File: src/shared/manchester_pkg.sv
package manchester_pkg;

  localparam int CLK_PERIOD_NS = 4;

  // Transmit cell timing as seen on the controller pins
  localparam int BIT_NS        = 100;
  localparam int EDGE1_NS      = 25;
  localparam int EDGE2_NS      = 75;
  localparam int GCK_HIGH_NS   = 20;
  localparam int SHIFT_HIGH_NS = 50;
  localparam int MRST_MAX_NS   = 15;

  // Receive side decision points, relative to the last mid-bit edge, then recovered clock low and high widths
  localparam int RX_MID_MIN_NS = 75;
  localparam int RX_TIMEOUT_NS = 125;
  localparam int RX_START_NS   = 50;
  localparam int RCLK_LOW_NS   = 40;
  localparam int RCLK_HIGH_NS  = 40;

  localparam int CNT_W = 6;

  // Least times round up, longest times round down
  localparam logic [CNT_W-1:0] BIT_CYC =
    CNT_W'(BIT_NS / CLK_PERIOD_NS);
  localparam logic [CNT_W-1:0] EDGE1_CYC =
    CNT_W'((EDGE1_NS + CLK_PERIOD_NS - 1) / CLK_PERIOD_NS);
  localparam logic [CNT_W-1:0] EDGE2_CYC =
    CNT_W'((EDGE2_NS + CLK_PERIOD_NS - 1) / CLK_PERIOD_NS);
  localparam logic [CNT_W-1:0] GCK_HIGH_CYC =
    CNT_W'((GCK_HIGH_NS + CLK_PERIOD_NS - 1) / CLK_PERIOD_NS);
  localparam logic [CNT_W-1:0] SHIFT_HIGH_CYC =
    CNT_W'((SHIFT_HIGH_NS + CLK_PERIOD_NS - 1) / CLK_PERIOD_NS);
  localparam logic [CNT_W-1:0] MRST_CYC =
    CNT_W'(MRST_MAX_NS / CLK_PERIOD_NS);
  localparam logic [CNT_W-1:0] RX_MID_MIN_CYC =
    CNT_W'((RX_MID_MIN_NS + CLK_PERIOD_NS - 1) / CLK_PERIOD_NS);
  localparam logic [CNT_W-1:0] RX_TIMEOUT_CYC =
    CNT_W'(RX_TIMEOUT_NS / CLK_PERIOD_NS);
  localparam logic [CNT_W-1:0] RX_START_CYC =
    CNT_W'(RX_START_NS / CLK_PERIOD_NS);
  localparam logic [CNT_W-1:0] RCLK_LOW_CYC =
    CNT_W'((RCLK_LOW_NS + CLK_PERIOD_NS - 1) / CLK_PERIOD_NS);
  localparam logic [CNT_W-1:0] RCLK_HIGH_CYC =
    CNT_W'((RCLK_HIGH_NS + CLK_PERIOD_NS - 1) / CLK_PERIOD_NS);

  localparam int FIFO_DEPTH = 2;

  typedef enum logic [1:0] {
    RX_HUNT,
    RX_RUN
  } rx_state_t;

  typedef enum logic [1:0] {
    TX_IDLE,
    TX_SEND,
    TX_TAIL
  } tx_state_t;

endpackage

File: src/shared/manchester_link_if.sv
`timescale 1ns/1ps
`default_nettype none

interface manchester_link_if;
  logic shift_clk;
  logic gated_clk;
  logic nrz_data;
  logic encode_env;
  logic encoder_enable;
  logic power_mgmt;
  logic master_reset_n;
  logic rx_strobe;
  logic rx_ready;
  logic rx_data;
  logic rx_clk;
  logic rx_env;

  modport device_end (
    input  shift_clk,
    input  gated_clk,
    input  nrz_data,
    input  encode_env,
    input  encoder_enable,
    input  power_mgmt,
    input  master_reset_n,
    input  rx_strobe,
    input  rx_ready,
    output rx_data,
    output rx_clk,
    output rx_env
  );

  modport ctrl_end (
    output shift_clk,
    output gated_clk,
    output nrz_data,
    output encode_env,
    output encoder_enable,
    output power_mgmt,
    output master_reset_n,
    output rx_strobe,
    output rx_ready,
    input  rx_data,
    input  rx_clk,
    input  rx_env
  );
endinterface

`default_nettype wire

File: src/rtl/manchester_codec.sv
// Contract
// - Strobe low disables receiver; high passes traffic
// - Both power inputs jointly set transmitter state
// - Standby only when both low; receiver not affected by standby
// - Envelope rises after first half bit, falls after last
// - One recovered clock pulse per received bit; a bit that arrives with the buffer full is dropped and gets none
// - Recovered data valid at recovered clock rise
// - Controller gives shift clock, high first half
// - Encode NRZ to Manchester on gated clock
// - Envelope high to send, low before final edge
// - Two gated edges per bit, 25ns and 75ns
// - One extra gated edge ends the transmission
// - Master reset low clears encoder; pulse max 15ns
`timescale 1ns/1ps
`default_nettype none

module manchester_codec (
  input  wire logic                   mclk,
  input  wire logic                   resetn,
  manchester_link_if.device_end       link,
  input  wire logic                   line_in,
  output logic                        line_out,
  output logic                        line_oe_n,
  output logic                        tx_standby,
  output logic                        rx_overrun
);

  // ---------------- Encoder ----------------
  logic gck_prev;
  logic gck_rise;
  logic held_bit;
  logic standby;

  assign gck_rise = link.gated_clk & ~gck_prev;
  assign standby  = ~link.encoder_enable & ~link.power_mgmt;

  always_ff @(posedge mclk or negedge resetn)
  begin
    if (!resetn)
      gck_prev <= 1'b0;
    else
      gck_prev <= link.gated_clk;
  end

  always_ff @(posedge mclk or negedge resetn)
  begin
    if (!resetn)
      tx_standby <= 1'b1;
    else
      tx_standby <= standby;
  end

  // Shift clock level tells which half of the cell the edge opens
  always_ff @(posedge mclk or negedge resetn)
  begin
    if (!resetn)
    begin
      line_out  <= 1'b0;
      line_oe_n <= 1'b1;
      held_bit  <= 1'b0;
    end
    else if (!link.master_reset_n || standby)
    begin
      line_out  <= 1'b0;
      line_oe_n <= 1'b1;
      held_bit  <= 1'b0;
    end
    else if (gck_rise)
    begin
      if (!link.encode_env)
      begin
        line_out  <= 1'b0;
        line_oe_n <= 1'b1;
      end
      else if (link.shift_clk)
      begin
        held_bit  <= link.nrz_data;
        line_out  <= link.nrz_data;
        line_oe_n <= 1'b0;
      end
      else
      begin
        line_out  <= ~held_bit;
        line_oe_n <= 1'b0;
      end
    end
  end

  // ---------------- Decoder ----------------
  logic                                rx_meta;
  logic                                rx_sync;
  logic                                rx_last;
  manchester_pkg::rx_state_t           rx_state;
  logic [manchester_pkg::CNT_W-1:0]    rx_cnt;
  logic                                push_valid;
  logic                                push_bit;
  logic                                push_ready;
  logic                                rx_edge;

  // Line comes from the remote node: two flops before any use
  always_ff @(posedge mclk or negedge resetn)
  begin
    if (!resetn)
    begin
      rx_meta <= 1'b0;
      rx_sync <= 1'b0;
      rx_last <= 1'b0;
    end
    else
    begin
      rx_meta <= line_in;
      rx_sync <= rx_meta;
      rx_last <= rx_sync;
    end
  end

  assign rx_edge = rx_sync ^ rx_last;

  // Idle line is low, so the first rise is taken as a cell start
  // with a positive first half bit. Only edges late enough count as
  // mid-bit; cell-boundary edges fall inside the blanking window.
  always_ff @(posedge mclk or negedge resetn)
  begin
    if (!resetn)
    begin
      rx_state   <= manchester_pkg::RX_HUNT;
      rx_cnt     <= '0;
      link.rx_env <= 1'b0;
      push_valid <= 1'b0;
      push_bit   <= 1'b0;
    end
    else
    begin
      push_valid <= 1'b0;
      if (!link.rx_strobe)
      begin
        rx_state    <= manchester_pkg::RX_HUNT;
        rx_cnt      <= '0;
        link.rx_env <= 1'b0;
      end
      else
      begin
        case (rx_state)
          manchester_pkg::RX_HUNT:
          begin
            link.rx_env <= 1'b0;
            if (rx_edge && rx_sync)
            begin
              rx_cnt   <= manchester_pkg::RX_START_CYC;
              rx_state <= manchester_pkg::RX_RUN;
            end
          end
          manchester_pkg::RX_RUN:
          begin
            if (rx_edge && rx_cnt >= manchester_pkg::RX_MID_MIN_CYC)
            begin
              push_valid  <= 1'b1;
              push_bit    <= rx_last;
              rx_cnt      <= '0;
              link.rx_env <= 1'b1;
            end
            else if (rx_cnt >= manchester_pkg::RX_TIMEOUT_CYC)
            begin
              link.rx_env <= 1'b0;
              rx_state    <= manchester_pkg::RX_HUNT;
            end
            else
              rx_cnt <= rx_cnt + 1'b1;
          end
          default:
            rx_state <= manchester_pkg::RX_HUNT;
        endcase
      end
    end
  end

  // ------------- Two-entry bit buffer -------------
  logic                         fifo_mem [manchester_pkg::FIFO_DEPTH];
  logic                         wr_ptr;
  logic                         rd_ptr;
  logic [1:0]                   fill;
  logic                         pop_valid;
  logic                         pop_ready;
  logic                         do_push;
  logic                         do_pop;

  assign push_ready = (fill != 2'(manchester_pkg::FIFO_DEPTH));
  assign pop_valid  = (fill != 2'h0);
  assign do_push    = push_valid & push_ready;
  assign do_pop     = pop_valid & pop_ready;

  always_ff @(posedge mclk)
  begin
    if (do_push)
      fifo_mem[wr_ptr] <= push_bit;
  end

  always_ff @(posedge mclk or negedge resetn)
  begin
    if (!resetn)
    begin
      wr_ptr <= 1'b0;
      rd_ptr <= 1'b0;
      fill   <= 2'h0;
    end
    else
    begin
      if (do_push)
        wr_ptr <= ~wr_ptr;
      if (do_pop)
        rd_ptr <= ~rd_ptr;
      if (do_push && !do_pop)
        fill <= fill + 2'h1;
      else if (do_pop && !do_push)
        fill <= fill - 2'h1;
    end
  end

  // The line cannot be stalled; a long controller stall overflows
  always_ff @(posedge mclk or negedge resetn)
  begin
    if (!resetn)
      rx_overrun <= 1'b0;
    else if (push_valid && !push_ready)
      rx_overrun <= 1'b1;
    else if (rx_state == manchester_pkg::RX_HUNT && rx_edge && rx_sync)
      rx_overrun <= 1'b0;
  end

  // ------------- Recovered clock generator -------------
  logic [manchester_pkg::CNT_W-1:0] out_cnt;
  logic                             out_busy;

  assign pop_ready = ~out_busy & link.rx_ready;

  // Data changes only while the clock is low, well before its rise
  always_ff @(posedge mclk or negedge resetn)
  begin
    if (!resetn)
    begin
      out_busy     <= 1'b0;
      out_cnt      <= '0;
      link.rx_clk  <= 1'b0;
      link.rx_data <= 1'b0;
    end
    else if (do_pop)
    begin
      out_busy     <= 1'b1;
      out_cnt      <= '0;
      link.rx_clk  <= 1'b0;
      link.rx_data <= fifo_mem[rd_ptr];
    end
    else if (out_busy)
    begin
      out_cnt <= out_cnt + 1'b1;
      if (out_cnt == manchester_pkg::RCLK_LOW_CYC - 1'b1)
        link.rx_clk <= 1'b1;
      if (out_cnt == manchester_pkg::RCLK_LOW_CYC
                     + manchester_pkg::RCLK_HIGH_CYC - 1'b1)
      begin
        link.rx_clk <= 1'b0;
        out_busy    <= 1'b0;
      end
    end
  end

endmodule

`default_nettype wire

File: src/flat_wrapper.sv
// flat-port wrapper written by rule: the top's interface ports become plain ports
module manchester_codec_flat 
  (mclk, resetn, line_in, line_out, line_oe_n, tx_standby, rx_overrun, link_shift_clk, link_gated_clk, link_nrz_data, link_encode_env, link_encoder_enable, link_power_mgmt, link_master_reset_n, link_rx_strobe, link_rx_ready, link_rx_data, link_rx_clk, link_rx_env);
  manchester_link_if link_i ();
  input  wire logic mclk;
  input  wire logic resetn;
  input  wire logic line_in;
  output logic line_out;
  output logic line_oe_n;
  output logic tx_standby;
  output logic rx_overrun;
  input wire logic [$bits(link_i.shift_clk)-1:0] link_shift_clk;
  input wire logic [$bits(link_i.gated_clk)-1:0] link_gated_clk;
  input wire logic [$bits(link_i.nrz_data)-1:0] link_nrz_data;
  input wire logic [$bits(link_i.encode_env)-1:0] link_encode_env;
  input wire logic [$bits(link_i.encoder_enable)-1:0] link_encoder_enable;
  input wire logic [$bits(link_i.power_mgmt)-1:0] link_power_mgmt;
  input wire logic [$bits(link_i.master_reset_n)-1:0] link_master_reset_n;
  input wire logic [$bits(link_i.rx_strobe)-1:0] link_rx_strobe;
  input wire logic [$bits(link_i.rx_ready)-1:0] link_rx_ready;
  output wire logic [$bits(link_i.rx_data)-1:0] link_rx_data;
  output wire logic [$bits(link_i.rx_clk)-1:0] link_rx_clk;
  output wire logic [$bits(link_i.rx_env)-1:0] link_rx_env;
  assign link_i.shift_clk = link_shift_clk;
  assign link_i.gated_clk = link_gated_clk;
  assign link_i.nrz_data = link_nrz_data;
  assign link_i.encode_env = link_encode_env;
  assign link_i.encoder_enable = link_encoder_enable;
  assign link_i.power_mgmt = link_power_mgmt;
  assign link_i.master_reset_n = link_master_reset_n;
  assign link_i.rx_strobe = link_rx_strobe;
  assign link_i.rx_ready = link_rx_ready;
  assign link_rx_data = link_i.rx_data;
  assign link_rx_clk = link_i.rx_clk;
  assign link_rx_env = link_i.rx_env;
  manchester_codec u_core (.mclk(mclk), .resetn(resetn), .link(link_i), .line_in(line_in), .line_out(line_out), .line_oe_n(line_oe_n), .tx_standby(tx_standby), .rx_overrun(rx_overrun));
endmodule
File: config.mk
export PLATFORM = sky130hd
export DESIGN_NAME = manchester_codec_flat
export DESIGN_NICKNAME = d
export VERILOG_FILES = /design/src/shared/manchester_pkg.sv /design/src/shared/manchester_link_if.sv /design/src/rtl/manchester_codec.sv /design/src/flat_wrapper.sv
export SDC_FILE = /design/constraint.sdc
export NUM_CORES = 1
export LEC_CHECK = 0
export BUFFER_PORTS_ARGS = -buffer_cell sky130_fd_sc_hd__buf_4
export CAP_MARGIN = 0
export CORE_MARGIN = 2
export CORE_UTILIZATION = 40
export DETAILED_ROUTE_END_ITERATION = 16
export PLACE_DENSITY_LB_ADDON = 0.05
export SETUP_SLACK_MARGIN = 0.02
export SLEW_MARGIN = 20
export SYNTH_ARGS = -nofsm -noshare
export SYNTH_HDL_FRONTEND = slang
export SYNTH_SLANG_ARGS = --single-unit
File: constraint.sdc
create_clock -name mclk -period 2.1 [get_ports mclk]
set_input_delay 0 -clock mclk [delete_from_list [all_inputs] [get_ports mclk]]
set_output_delay 0 -clock mclk [all_outputs]
set_load 0.02 [all_outputs]
==> results by group <==
Synthesis
  – Mux share of post-synthesis cell area: 4.12%
  – Syn_area_per_cell: 11.1 um2
  – Mapped Cells: 145
  – Synth Area in XOR/XNOR: 3.81%
  – Unique cell type count in the Yosys netlist: 46
  – Synth Warn #: 0
  – Post-Syn Area: 0.00161 mm2
  – Largest family of logic cells by synthesized area: simple AND/OR/NAND/NOR gates
  – Simple-Gate Fraction of Synth Area: 19.3%
  – Top post-synthesis cells by count: dfrtp_1, nor2_1, nand2_1, nand3_1, o21ai_0
  – Top FF cell, synth: dfrtp_1
  – FF+latch count, synth: 34
  – Adder-cell share of the synthesized area: 3.89%
  – Dominant cells by area after synthesis: dfrtp_1, ha_1, edfxtp_1
  – Compound-Gate Fraction of Synth Area: 12.3%
  – Syn Nets: between 150 and 200
  – Post-synth ARST share: 94.1%
  – Sequential share of the synthesized area: between 50% and 60%
  – Yosys top cell area share: 46.7%
  – Most instantiated library cell after synthesis: dfrtp_1
  – Synth area leader: dfrtp_1
  – EDFF count, synth: 2

Setup path
  – Critical path buffers and inverters: 0
  – CP Capture Type: flip-flop
  – Critical Path Fanout Max: 7
  – Crit-path cells: ha_1 > nor4_4 > nor3_4 > o31ai_4 > mux2_4
  – CP Launch Type: flip-flop
  – Critical path's largest stage delay: 0.42 ns
  – CP delay by family, top: simple AND/OR/NAND/NOR gates
  – Crit-path slowest cell: dfrtp_1
  – Data required, critical path: approximately 2.3 ns
  – Crit Path Class: reg -> reg
  – CP arrival: 1.96 ns

Clock network
  – Worst-skew pair later-pin latency: 0.27 ns
  – Root Buffer: clkbuf_8
  – Clock tree buffer depth: 2
  – CTS tree: yes
  – Reg clk slew, reported paths: 0.07 ns
  – Clock Sinks: 34
  – H-tree Lvls: 2
  – CTS buffer count: 5

Place
  – DP HPWL: 1950 um
  – Port Buffers: 18
  – Dpl ws: around 0.38 ns
  – Routability congestion estimate: ~0.8
  – Placed instance area: about 0.0018 mm2

GRT
  – Vias in the first global route: approximately 1,100
  – Antenna violations before repair: 0
  – GRT Util Overall: 14.6%
  – Global route overflow: 0
  – Largest net degree at the start of global routing: 33
  – First-pass GRT wire length: 4890 um

Floorplan
  – Cell Rows: 23
  – Die Span Y: just under 70 um
  – Initial core utilization: 40.8%
  – Core footprint: a little under 0.004 mm2
  – Num ports: 19
  – Die W: 67.4 um
  – Die ar.: 0.00454 mm2

STA
  – Clock skew: 0.00395 ns
  – Crit share post-route: 82.8%
  – Fmax: 575 MHz
  – Slew headroom: 74.4%
  – Fin. Hold Viols: 0
  – Worst-Margin Slew: 0.378 ns
  – Final Max Slew Viols: 0
  – Final setup margin: about 0.36 ns
  – Unrepaired setup endpoints after global routing: false
  – Period minus WS final: between 1.5 and 2 ns
  – Endpoints failing setup: 0
  – Setup TNS: 0 ns

Routing
  – Via Count: 1,130
  – DR iter-0 viols: 65
  – Drt wl/cell: between 10 and 15 um
  – Total wire length: 2820 um
  – ANT nets after route: 0
  – DRC: 0
  – Vias per inst: 4.96
  – Drt pass-1 iters: 4

Final layout
  – Nets: 194
  – Area Overhead vs Synth: 22.4%
  – Layout cells sized above 1: a little over a fifth
  – # diodes: 0
  – Post-route cell area: 0.00197 mm2

Pwr
  – Leak: 0.000908 uW
  – Largest vdd supply drop: 0.000371 V
  – P per Cell Area: 956 mW/mm2

Outcome
  – Status: completed

Job
  – Maxcap violations: 0

Hold path
  – Hold Crit Class: in -> reg
logic make-up (layout without fill, tap and decap cells):
family	Yosys count	after routing
and+or+nand+nor	55	55
DFF	34	34
AOI/OAI and AO/OA	29	29
buffers and inverters	9	42
xor gates and xnor gates	7	7
muxes	6	6
adders and majority gates	5	5
placed cells by master, fill, tap and decap left out, drive strengths merged, types with 4 or more instances in the layout:
cell type	n
nor2	15
ha	5
a21oi	5
dlygate4sd3	8
nand2	14
inv	6
clkbuf	7
nor4	4
o21ai	11
xnor2	4
dfrtp	30
mux2i	4
buf	20
nand3	6
worst paths after layout:
check,startpoint,to,slack (ns),cells after the start
max,u_core.rx_cnt[0],u_core.rx_cnt[0],0.36,5
min,link_master_reset_n,u_core.line_out,0.06,3
max reg2reg,u_core.rx_cnt[0],u_core.rx_cnt[0],0.36,5
min reg2reg,u_core.rx_meta,u_core.rx_sync,0.36,0
max in group asynchronous,resetn,u_core.line_oe_n,1.59,2
min in group asynchronous,resetn,u_core.out_cnt[2],0.19,2
registers in the layout, indices dropped and copies added (netlist names), 2 cells and up:
register and flops:
u_core.fifo_mem 2, u_core.fill 2, u_core.out_cnt 6, u_core.rx_cnt 6
worst reg2reg max path, cell delays in order, from the launching register on:
cell and delay, ns:
dfrtp_1 0.42, ha_1 0.30, nor4_4 0.40, nor3_4 0.13
o31ai_4 0.27, mux2_4 0.17
power breakdown:
group	switching, uW	leakage, uW	internal (uW)
Sequential	143	0.000420	790
Clock	218	0.0000482	264
Combinational	230	0.000440	236
stage by stage:
| step | hold WS, ns | util, % | std cells | total power (uW) |
|---|---|---|---|---|
| after floorplan | -0.296 | - | 145 | 1250 |
| after global placement | -0.0409 | 45.6 | 212 | 1380 |
| after detailed placement | -0.0356 | 45.6 | 212 | 1400 |
| after CTS | 0.0534 | 49.9 | 228 | 1910 |
| after global routing | 0.0696 | 49.9 | 228 | 2020 |
| final | 0.0599 | 49.9 | 228 | 1880 |
layer usage:
layer | track usage [%] | share of wire, %
met5 | 0 | 0
met4 | 6.89 | 0.89
met3 | 4.00 | 3.9
met2 | 24.4 | 45
met1 | 17.4 | 50
area by class of cell:
| cell class | instances | area [um2] |
|---|---|---|
| clock buffers | 7 | 86.3 |
| clock inverters | 1 | 5.00 |
| fillers | 353 | 1970 |
| inverters | 6 | 22.5 |
| multi-input cells | 102 | 698 |
| flip-flops and latches | 34 | 863 |
| well taps | 50 | 62.6 |
| repair buffers | 28 | 230 |
repair_timing:
item	in CTS	in global routing
endpoints found under the setup margin	0	0
endpoints found under the hold margin	38	0
setup buffers	0	0
hold buffers	8	0
resized for setup	0	0
Power figures use the tool's default switching activity.
